## src/logic/ssm_pkg.sv

```systemverilog
// Package for the synchronous serial block: register map, fields, counts.
// Assumes an APB slave with 32-bit data and one register per aligned word.
package ssm_pkg;
    // Register byte addresses
    localparam logic [7:0] SSM_OFF_FLAGS = 8'h00;
    localparam logic [7:0] SSM_OFF_ENABLES = 8'h04;
    localparam logic [7:0] SSM_OFF_RX_STAT = 8'h08;
    localparam logic [7:0] SSM_OFF_TX_BUF = 8'h0c;
    localparam logic [7:0] SSM_OFF_TX_STAT = 8'h10;
    localparam logic [7:0] SSM_OFF_BAUD_CTL = 8'h14;
    localparam logic [7:0] SSM_OFF_DIV_HIGH = 8'h18;
    localparam logic [7:0] SSM_OFF_DIV_LOW = 8'h1c;
    localparam logic [7:0] SSM_OFF_RX_BUF = 8'h20;
    // Flag and enable register fields
    localparam int SSM_BIT_RX_DONE = 5;
    localparam int SSM_BIT_TX_EMPTY = 4;
    // Receive status/control fields
    localparam int SSM_BIT_PORT_EN = 7;
    localparam int SSM_BIT_RX9 = 6;
    localparam int SSM_BIT_SINGLE_RX = 5;
    localparam int SSM_BIT_CONT_RX = 4;
    localparam int SSM_BIT_OVERRUN = 1;
    localparam int SSM_BIT_RX9_DATA = 0;
    // Transmit status/control fields
    localparam int SSM_BIT_CLK_SRC = 7;
    localparam int SSM_BIT_TX9 = 6;
    localparam int SSM_BIT_TX_EN = 5;
    localparam int SSM_BIT_SYNC = 4;
    localparam int SSM_BIT_SHIFT_EMPTY = 1;
    localparam int SSM_BIT_TX9_DATA = 0;
    // Baud control fields
    localparam int SSM_BIT_CLK_POL = 4;
    localparam int SSM_BIT_WIDE_DIV = 3;
    // Reset values
    localparam logic [7:0] SSM_RST_TX_STAT = 8'h02;
    localparam logic [7:0] SSM_RST_ZERO = 8'h00;
    // Bits in a word
    localparam logic [3:0] SSM_BITS_8 = 4'h8;
    localparam logic [3:0] SSM_BITS_9 = 4'h9;
    // Shifter states
    typedef enum logic [1:0] {SSM_IDLE, SSM_LOAD, SSM_TX, SSM_RX} ssm_state_t;
endpackage : ssm_pkg

```

## src/logic/ssm_sync_serial.sv

```systemverilog
// Synchronous half-duplex serial port, master and slave, behind an APB slave.
// Assumes the external shift clock and data pins are asynchronous to pclk.
//
// Decided for this implementation: the address map and the APB slave port.
`timescale 1ns/1ps
module ssm_sync_serial
    import ssm_pkg::*;
(
    // APB slave
    input wire logic pclk,
    input wire logic presetn,
    input wire logic psel,
    input wire logic penable,
    input wire logic pwrite,
    input wire logic [7:0] paddr,
    input wire logic [31:0] pwdata,
    output logic [31:0] prdata,
    output logic pready,
    output logic pslverr,
    // Shift clock pin
    input wire logic shift_clock_pin_i,
    output logic shift_clock_pin_o,
    output logic shift_clock_pin_oe,
    // Serial data pin
    input wire logic serial_data_pin_i,
    output logic serial_data_pin_o,
    output logic serial_data_pin_oe,
    // Interrupt requests
    output logic tx_irq,
    output logic rx_irq
);
    // Registers
    logic [7:0] enables_q;
    logic [7:0] rx_ctl_q;
    logic [7:0] tx_ctl_q;
    logic [7:0] baud_ctl_q;
    logic [7:0] div_high_q;
    logic [7:0] div_low_q;
    logic [7:0] tx_buf_q;
    logic [7:0] rx_buf_q;
    logic rx9_q;
    logic overrun_q;
    logic tx_empty_q;
    logic rx_done_q;
    // Shifter
    ssm_state_t state_q;
    logic [8:0] shift_q;
    logic [3:0] bit_cnt_q;
    logic [15:0] baud_cnt_q;
    logic phase_q;
    logic sck_q;
    logic data_out_q;
    logic tx_on_q;
    logic tx_on2_q;
    // Synchronisers
    logic [1:0] ck_sync_q;
    logic [1:0] dt_sync_q;
    logic ck_prev_q;

    // Decoded controls
    logic port_on;
    logic master;
    logic cont_rx;
    logic rx_want;
    logic [3:0] word_bits;
    logic wr_acc;
    logic rd_acc;
    logic buf_write;
    logic rx_read;
    logic addr_ok;
    logic tick;
    logic ext_rise;
    logic ext_fall;
    logic lead_edge;
    logic samp_edge;
    logic word_end;
    logic [15:0] div_val;

    assign port_on = rx_ctl_q[SSM_BIT_PORT_EN] & tx_ctl_q[SSM_BIT_SYNC];
    assign master = port_on & tx_ctl_q[SSM_BIT_CLK_SRC];
    assign cont_rx = rx_ctl_q[SSM_BIT_CONT_RX];
    // Either enable asks for reception
    assign rx_want = rx_ctl_q[SSM_BIT_SINGLE_RX] | cont_rx;
    assign wr_acc = psel & penable & pwrite;
    assign rd_acc = psel & penable & ~pwrite;
    assign buf_write = wr_acc & (paddr == SSM_OFF_TX_BUF);
    assign rx_read = rd_acc & (paddr == SSM_OFF_RX_BUF);
    assign div_val = baud_ctl_q[SSM_BIT_WIDE_DIV] ? {div_high_q, div_low_q}
                                                  : {8'h00, div_low_q};

    // Address decode for unmapped answer
    always_comb begin
        case (paddr)
            SSM_OFF_FLAGS, SSM_OFF_ENABLES, SSM_OFF_RX_STAT, SSM_OFF_TX_BUF,
            SSM_OFF_TX_STAT, SSM_OFF_BAUD_CTL, SSM_OFF_DIV_HIGH, SSM_OFF_DIV_LOW,
            SSM_OFF_RX_BUF: addr_ok = 1'b1;
            default: addr_ok = 1'b0;
        endcase
    end

    // Pin synchronisers, two stages each
    always_ff @(posedge pclk or negedge presetn) begin
        if (!presetn) begin
            ck_sync_q <= 2'b00;
            dt_sync_q <= 2'b00;
            ck_prev_q <= 1'b0;
        end else begin
            ck_sync_q <= {ck_sync_q[0], shift_clock_pin_i};
            dt_sync_q <= {dt_sync_q[0], serial_data_pin_i};
            ck_prev_q <= ck_sync_q[1];
        end
    end

    // Slave edges from the external clock; only clock changes move the shifter
    assign ext_rise = ck_sync_q[1] & ~ck_prev_q;
    assign ext_fall = ~ck_sync_q[1] & ck_prev_q;

    // Baud tick: one half shift-clock period per divisor+1 cycles
    always_ff @(posedge pclk or negedge presetn) begin
        if (!presetn) begin
            baud_cnt_q <= 16'h0000;
        end else if (!master || state_q == SSM_IDLE || state_q == SSM_LOAD || tick) begin
            baud_cnt_q <= 16'h0000;
        end else begin
            baud_cnt_q <= baud_cnt_q + 16'h0001;
        end
    end
    assign tick = master && (state_q == SSM_TX || state_q == SSM_RX)
                  && (baud_cnt_q == div_val);

    // Leading edge rises, sampling edge falls (shift clock sense before polarity)
    assign lead_edge = master ? (tick & ~phase_q) : ext_rise;
    assign samp_edge = master ? (tick & phase_q) : ext_fall;
    assign word_end = samp_edge && (bit_cnt_q == 4'h1);

    // Word length per direction
    always_comb begin
        if (state_q == SSM_RX) begin
            word_bits = rx_ctl_q[SSM_BIT_RX9] ? SSM_BITS_9 : SSM_BITS_8;
        end else begin
            word_bits = tx_ctl_q[SSM_BIT_TX9] ? SSM_BITS_9 : SSM_BITS_8;
        end
    end

    // Shifter state machine
    always_ff @(posedge pclk or negedge presetn) begin
        if (!presetn) begin
            state_q <= SSM_IDLE;
            shift_q <= 9'h000;
            bit_cnt_q <= 4'h0;
            phase_q <= 1'b0;
            data_out_q <= 1'b0;
        end else if (!port_on) begin
            state_q <= SSM_IDLE;
            phase_q <= 1'b0;
        end else begin
            case (state_q)
                SSM_IDLE: begin
                    phase_q <= 1'b0;
                    // Pending transmit first; reception waits for the line
                    if (tx_ctl_q[SSM_BIT_TX_EN] && !tx_empty_q) begin
                        state_q <= SSM_LOAD;
                    end else if (rx_want && !tx_ctl_q[SSM_BIT_TX_EN]) begin
                        state_q <= SSM_RX;
                        bit_cnt_q <= rx_ctl_q[SSM_BIT_RX9] ? SSM_BITS_9 : SSM_BITS_8;
                    end
                end
                SSM_LOAD: begin
                    // One-cycle move from buffer into hidden shifter
                    shift_q <= {tx_ctl_q[SSM_BIT_TX9_DATA], tx_buf_q};
                    bit_cnt_q <= word_bits;
                    state_q <= SSM_TX;
                end
                SSM_TX: begin
                    if (lead_edge) begin
                        data_out_q <= shift_q[0];
                        phase_q <= 1'b1;
                    end
                    if (samp_edge) begin
                        shift_q <= {1'b0, shift_q[8:1]};
                        bit_cnt_q <= bit_cnt_q - 4'h1;
                        phase_q <= 1'b0;
                        if (bit_cnt_q == 4'h1) begin
                            // Back-to-back load if a new word waits
                            state_q <= (!tx_empty_q && tx_ctl_q[SSM_BIT_TX_EN])
                                       ? SSM_LOAD : SSM_IDLE;
                        end
                    end
                end
                SSM_RX: begin
                    if (!rx_want) begin
                        state_q <= SSM_IDLE;
                    end else begin
                        if (lead_edge) begin
                            phase_q <= 1'b1;
                        end
                        if (samp_edge) begin
                            // Bits enter at the top, LSB first
                            if (word_bits == SSM_BITS_9) begin
                                shift_q <= {dt_sync_q[1], shift_q[8:1]};
                            end else begin
                                shift_q <= {1'b0, dt_sync_q[1], shift_q[7:1]};
                            end
                            bit_cnt_q <= bit_cnt_q - 4'h1;
                            phase_q <= 1'b0;
                            if (bit_cnt_q == 4'h1) begin
                                // Continuous restarts; single stops
                                state_q <= cont_rx ? SSM_RX : SSM_IDLE;
                                bit_cnt_q <= word_bits;
                            end
                        end
                    end
                end
                default: state_q <= SSM_IDLE;
            endcase
        end
    end

    // Receive buffer and ninth bit, loaded at word end
    always_ff @(posedge pclk or negedge presetn) begin
        if (!presetn) begin
            rx_buf_q <= SSM_RST_ZERO;
            rx9_q <= 1'b0;
        end else if (state_q == SSM_RX && rx_want && word_end && !rx_done_q) begin
            if (word_bits == SSM_BITS_9) begin
                rx_buf_q <= shift_q[8:1];
                rx9_q <= dt_sync_q[1];
            end else begin
                rx_buf_q <= {dt_sync_q[1], shift_q[7:1]};
                rx9_q <= 1'b0;
            end
        end
    end

    // Receive-complete flag set with the buffer; a read clears it, set wins
    always_ff @(posedge pclk or negedge presetn) begin
        if (!presetn) begin
            rx_done_q <= 1'b0;
        end else if (state_q == SSM_RX && rx_want && word_end) begin
            rx_done_q <= 1'b1;
        end else if (rx_read) begin
            rx_done_q <= 1'b0;
        end
    end

    // Overrun when a word ends while the buffer is unread
    always_ff @(posedge pclk or negedge presetn) begin
        if (!presetn) begin
            overrun_q <= 1'b0;
        end else if (state_q == SSM_RX && rx_want && word_end && rx_done_q) begin
            overrun_q <= 1'b1;
        end else if (!cont_rx) begin
            overrun_q <= 1'b0;
        end
    end

    // Buffer-empty flag: set on load, cleared only by a buffer write
    always_ff @(posedge pclk or negedge presetn) begin
        if (!presetn) begin
            tx_empty_q <= 1'b1;
        end else if (state_q == SSM_LOAD) begin
            tx_empty_q <= 1'b1;
        end else if (buf_write) begin
            tx_empty_q <= 1'b0;
        end
    end

    // Single-receive enable self-clears after its one word
    always_ff @(posedge pclk or negedge presetn) begin
        if (!presetn) begin
            rx_ctl_q <= SSM_RST_ZERO;
        end else if (wr_acc && paddr == SSM_OFF_RX_STAT) begin
            rx_ctl_q <= pwdata[7:0];
        end else if (state_q == SSM_RX && word_end && !cont_rx) begin
            rx_ctl_q[SSM_BIT_SINGLE_RX] <= 1'b0;
        end
    end

    // Plain software registers
    always_ff @(posedge pclk or negedge presetn) begin
        if (!presetn) begin
            enables_q <= SSM_RST_ZERO;
            tx_ctl_q <= SSM_RST_ZERO;
            baud_ctl_q <= SSM_RST_ZERO;
            div_high_q <= SSM_RST_ZERO;
            div_low_q <= SSM_RST_ZERO;
            tx_buf_q <= SSM_RST_ZERO;
        end else if (wr_acc) begin
            case (paddr)
                SSM_OFF_ENABLES: enables_q <= pwdata[7:0];
                SSM_OFF_TX_STAT: tx_ctl_q <= pwdata[7:0];
                SSM_OFF_BAUD_CTL: baud_ctl_q <= pwdata[7:0];
                SSM_OFF_DIV_HIGH: div_high_q <= pwdata[7:0];
                SSM_OFF_DIV_LOW: div_low_q <= pwdata[7:0];
                SSM_OFF_TX_BUF: tx_buf_q <= pwdata[7:0];
                default: ;
            endcase
        end
    end

    // APB answer: zero wait states, error on unmapped address
    always_ff @(posedge pclk or negedge presetn) begin
        if (!presetn) begin
            prdata <= 32'h0000_0000;
            pready <= 1'b0;
            pslverr <= 1'b0;
        end else begin
            pready <= psel & ~penable;
            pslverr <= psel & ~penable & ~addr_ok;
            prdata <= 32'h0000_0000;
            if (psel && !penable && !pwrite) begin
                case (paddr)
                    SSM_OFF_FLAGS: prdata[7:0] <= {2'b00, rx_done_q, tx_empty_q, 4'h0};
                    SSM_OFF_ENABLES: prdata[7:0] <= enables_q;
                    SSM_OFF_RX_STAT: prdata[7:0] <= {rx_ctl_q[7:2], overrun_q, rx9_q};
                    SSM_OFF_TX_BUF: prdata[7:0] <= tx_buf_q;
                    SSM_OFF_TX_STAT: prdata[7:0] <= {tx_ctl_q[7:2],
                        (state_q != SSM_TX && state_q != SSM_LOAD), tx_ctl_q[0]};
                    SSM_OFF_BAUD_CTL: prdata[7:0] <= baud_ctl_q;
                    SSM_OFF_DIV_HIGH: prdata[7:0] <= div_high_q;
                    SSM_OFF_DIV_LOW: prdata[7:0] <= div_low_q;
                    SSM_OFF_RX_BUF: prdata[7:0] <= rx_buf_q;
                    default: prdata <= 32'h0000_0000;
                endcase
            end
        end
    end

    // Pins and interrupt outputs, all registered
    always_ff @(posedge pclk or negedge presetn) begin
        if (!presetn) begin
            sck_q <= 1'b0;
            shift_clock_pin_o <= 1'b0;
            shift_clock_pin_oe <= 1'b0;
            serial_data_pin_o <= 1'b0;
            serial_data_pin_oe <= 1'b0;
            tx_on_q <= 1'b0;
            tx_on2_q <= 1'b0;
            tx_irq <= 1'b0;
            rx_irq <= 1'b0;
        end else begin
            sck_q <= phase_q;
            // Idle level follows polarity select
            shift_clock_pin_o <= sck_q ^ baud_ctl_q[SSM_BIT_CLK_POL];
            shift_clock_pin_oe <= master;
            serial_data_pin_o <= data_out_q;
            // Data enable lags the pin clock so it outlasts the last falling edge
            tx_on_q <= port_on && (state_q == SSM_TX || state_q == SSM_LOAD);
            tx_on2_q <= tx_on_q;
            serial_data_pin_oe <= tx_on2_q;
            tx_irq <= tx_empty_q & enables_q[SSM_BIT_TX_EMPTY];
            rx_irq <= rx_done_q & enables_q[SSM_BIT_RX_DONE];
        end
    end
endmodule : ssm_sync_serial

```

## config.mk

```make
export PLATFORM = sky130hd
export DESIGN_NAME = ssm_sync_serial
export DESIGN_NICKNAME = d
export VERILOG_FILES = /design/src/logic/ssm_pkg.sv /design/src/logic/ssm_sync_serial.sv
export SDC_FILE = /design/constraint.sdc
export NUM_CORES = 1
export LEC_CHECK = 0
export ABC_CLOCK_PERIOD_IN_PS = 5850
export BUFFER_PORTS_ARGS = -buffer_cell sky130_fd_sc_hd__buf_2
export CAP_MARGIN = 40
export CORE_MARGIN = 1.5
export CORE_UTILIZATION = 62
export CTS_CLUSTER_DIAMETER = 200
export DETAILED_ROUTE_END_ITERATION = 12
export PLACE_DENSITY = 0.82
export SLEW_MARGIN = 25
export SYNTH_ARGS = -nofsm -noshare
export SYNTH_HDL_FRONTEND = slang
export SYNTH_SLANG_ARGS = --single-unit
```

## constraint.sdc

```tcl
create_clock -name pclk -period 5.85 [get_ports pclk]
set_input_delay 0.585 -clock pclk [delete_from_list [all_inputs] [get_ports pclk]]
set_output_delay 0.585 -clock pclk [all_outputs]
set_load 0.03 [all_outputs]
```

==> metrics.cfg <==
[cts]
hold_buffers = 0
clkTransAtPathRegs_ns = 0.06
clkLatencyLatePin_ns = 0.53
root_buffer = clkbuf_8
tritoncts = built
h-tree-depth = 4
cts_setup_buffers = 0
cts_made_buffers = 17
cts.sinks = 122
cts-resized-gates = 0
cts_max_path_buffers = 2

[sta]
final-hold-violation-count = 0
fmaxAchievable_mhz = 298.5
tns_ns = 0
slew_viol_final = 0
period_needed_ns = 3.350
slew_headroom = 0.4663
min_period_over_period = 0.5727
tightest_slew_ns = 0.7895
setup_viol = 0
rsz0062_at_grt = no
clock_skew_ns = 0.006724

[synth]
synth_compound_area_frac = 0.1035
ys.flop_type = dfrtp_1
yosys.area.top_type_share = 0.4931
synth.yosys.seq_area_share = 0.4974
synth-edff-count = 0
synth-warning-count = 0
synth_top_family_by_area = multiplexers
synth_top_cell_by_area = dfrtp_1
synthCells = 535
synth_cell_types = 68
synthesis.area_um2 = 6141
synth-adder-area-share = 0.01426
synthSimpleGateAreaFrac = 0.1339
synth_mux_area_frac = 0.1665
synthArstFlopShare = 1.000
avgSynthCellArea_um2 = 11.48
ys_ff_latch = 122
yosys-top-cells-area = dfrtp_1 (49%), mux2_2 (15%), buf_4 (3.1%)
synthXorXnorAreaFrac = 0.03708

[floorplanning]
die-area_um2 = 10510
num_rows = 36
die_w_um = 102.5
initial_core_util = 0.6341
fp.coreArea_um2 = 9684
die_h_um = 102.5
ioPinCount = 87

[drt]
drt_iter0_drc = 349
ant_nets = 0
first_pass_iters = 7
drc = 0
totalWireLength_um = 15340
vias = 4644
wl_per_cell_um = 20.99
routed_via_density = 6.353

[cells_and_area]
drive_gt1_frac = 0.2943
final_nets = 639
diodes = 0
areaGrowthSynthToFinish_pct = 14.22
final_core_util = 0.7243

[critical_path]
crit_type = reg -> reg
critPathRequiredTime_ns = 6.25
startpoint_type = flip-flop
cp_data_arrival_time_ns = 3.76
path_max_fanout = 15
cp-end-kind = flip-flop

[grt]
gr-usage-met2 = 0.5115
use_met1 = 0.4034
grt_overflow_total = 0
grt_max_degree = 69
track_usage = 0.3171
grt_pass1_vias = 4652
grtUsageMet3 = 0.08136
antenna_found_initial = 0
grt_pass1_wl_um = 24490
grt_most_used_layer = met2

[power_and_ir_drop]
power.density_nw_per_um2 = 287.8
p_leak_uw = 0.003296
ir_drop_mv = 0.2222

[hold_path]
hold_class = in -> async

[flow_run]
drv_cap = 0

[placement]
finalWeightedCongestion = 0.9397
dp_hpwl_um = 10500
io_buffers = 38

[outcome]
status = finished clean

[area by class of cell]
| class | instances | area, um^2 |
|---|---|---|
| clock buffers | 22 | 473.0 |
| flip-flops and latches | 122 | 3054 |
| well taps | 133 | 166.4 |
| clock inverters | 10 | 140.1 |
| repair buffers | 43 | 246.5 |
| fillers | 642 | 2670 |
| inverters | 13 | 48.80 |
| multi-input cells | 388 | 2885 |
[logic make-up after synthesis]
group | after synthesis
AND/OR/NAND/NOR | 157
AO/OA/AOI/OAI | 82
XOR/XNOR | 26
adder cells (fa/ha/maj) | 7
flip-flops | 122
multiplexers | 92
buffers and inverters | 48
other | 1
[cells in the mapped netlist, drive strengths merged, types with 9 or more instances]
| cell | number |
|---|---|
| a31oi | 9 |
| dfrtp | 121 |
| mux2 | 81 |
| mux2i | 11 |
| o21ai | 12 |
| nand2 | 42 |
| xnor2 | 14 |
| a21oi | 14 |
| inv | 13 |
| nor2 | 42 |
| buf | 31 |
| xor2 | 12 |
| nand4 | 9 |
| nand3 | 13 |
| and3 | 10 |
[final timing paths]
check                             startpoint      endpoint  slack (ns)  cells after the start
min                                  presetn  bit_cnt_q[3]        0.10                      1
max in group asynchronous            presetn     prdata[2]        4.69                      3
max                               state_q[1]    shift_q[7]        2.50                      7
min reg2reg                     dt_sync_q[0]  dt_sync_q[1]        0.35                      0
max reg2reg                       state_q[1]    shift_q[7]        2.50                      7
min in group pclk          shift_clock_pin_i  ck_sync_q[0]        0.16                      1
[worst max-delay path, cell delays in order, from the launching register on]
cell,delay (ns)
dfrtp_1,0.45
ha_1,0.57
nor2_1,0.24
a2111o_1,0.34
a311oi_2,0.32
nand2_2,0.17
o32ai_4,0.69
mux2_2,0.43
[cell usage in the layout, fill, tap and decap left out, types with 3 or more instances in the layout]
cell type,instances
bufinv_16,3
a21o_1,3
clkinvlp_4,3
ha_1,7
inv_1,13
buf_4,4
and3_1,9
xor2_1,12
a31oi_1,9
xnor2_1,14
a221oi_1,6
dfrtp_1,121
or2_2,5
clkbuf_8,5
o21ai_0,11
nand2b_1,3
buf_2,37
mux2i_1,11
nor3_1,6
o31ai_1,3
nor2_1,42
a21oi_1,13
a22oi_1,4
nor3b_1,3
nand2_1,38
a222oi_1,7
nand4_1,9
nand3_1,13
nand2_2,4
and2_1,4
conb_1,24
clkbuf_16,16
o211ai_1,3
mux2_2,81
[layer usage]
| metal | up-vias | routed length, um |
|---|---|---|
| li1 | 2016 | - |
| met1 | 2315 | 6266 |
| met2 | 250 | 7517 |
| met3 | 63 | 986 |
| met4 | 0 | 573 |
| met5 | - | 0 |
[sequential cells by signal (all words and copies together), names as in the netlist, 6 cells and up]
signal,count
div_low_q,8
enables_q,8
rx_buf_q,8
rx_ctl_q,6
baud_ctl_q,8
prdata,8
tx_ctl_q,7
tx_buf_q,8
shift_q,9
baud_cnt_q,16
div_high_q,8
[power breakdown]
group | internal [uW] | switching (uW)
clock network | 694 | 380
registers | 853 | 7.97
logic | 20.8 | 63.7
[through the flow]
stage	total power, uW	cells	cell area, um^2	setup WS [ns]	hold WS [ns]
6_report	2019	731	7014	2.500	0.1044
5_1_grt	2075	731	7014	2.405	0.1400
4_1_cts	2021	730	6987	2.589	0.1232
3_5_place_dp	956.3	698	6374	2.608	0.3358
3_3_place_gp	953.0	696	6362	2.630	0.3318
2_1_floorplan	928.2	558	6227	3.391	0.2894
Power figures use the tool's default switching activity.
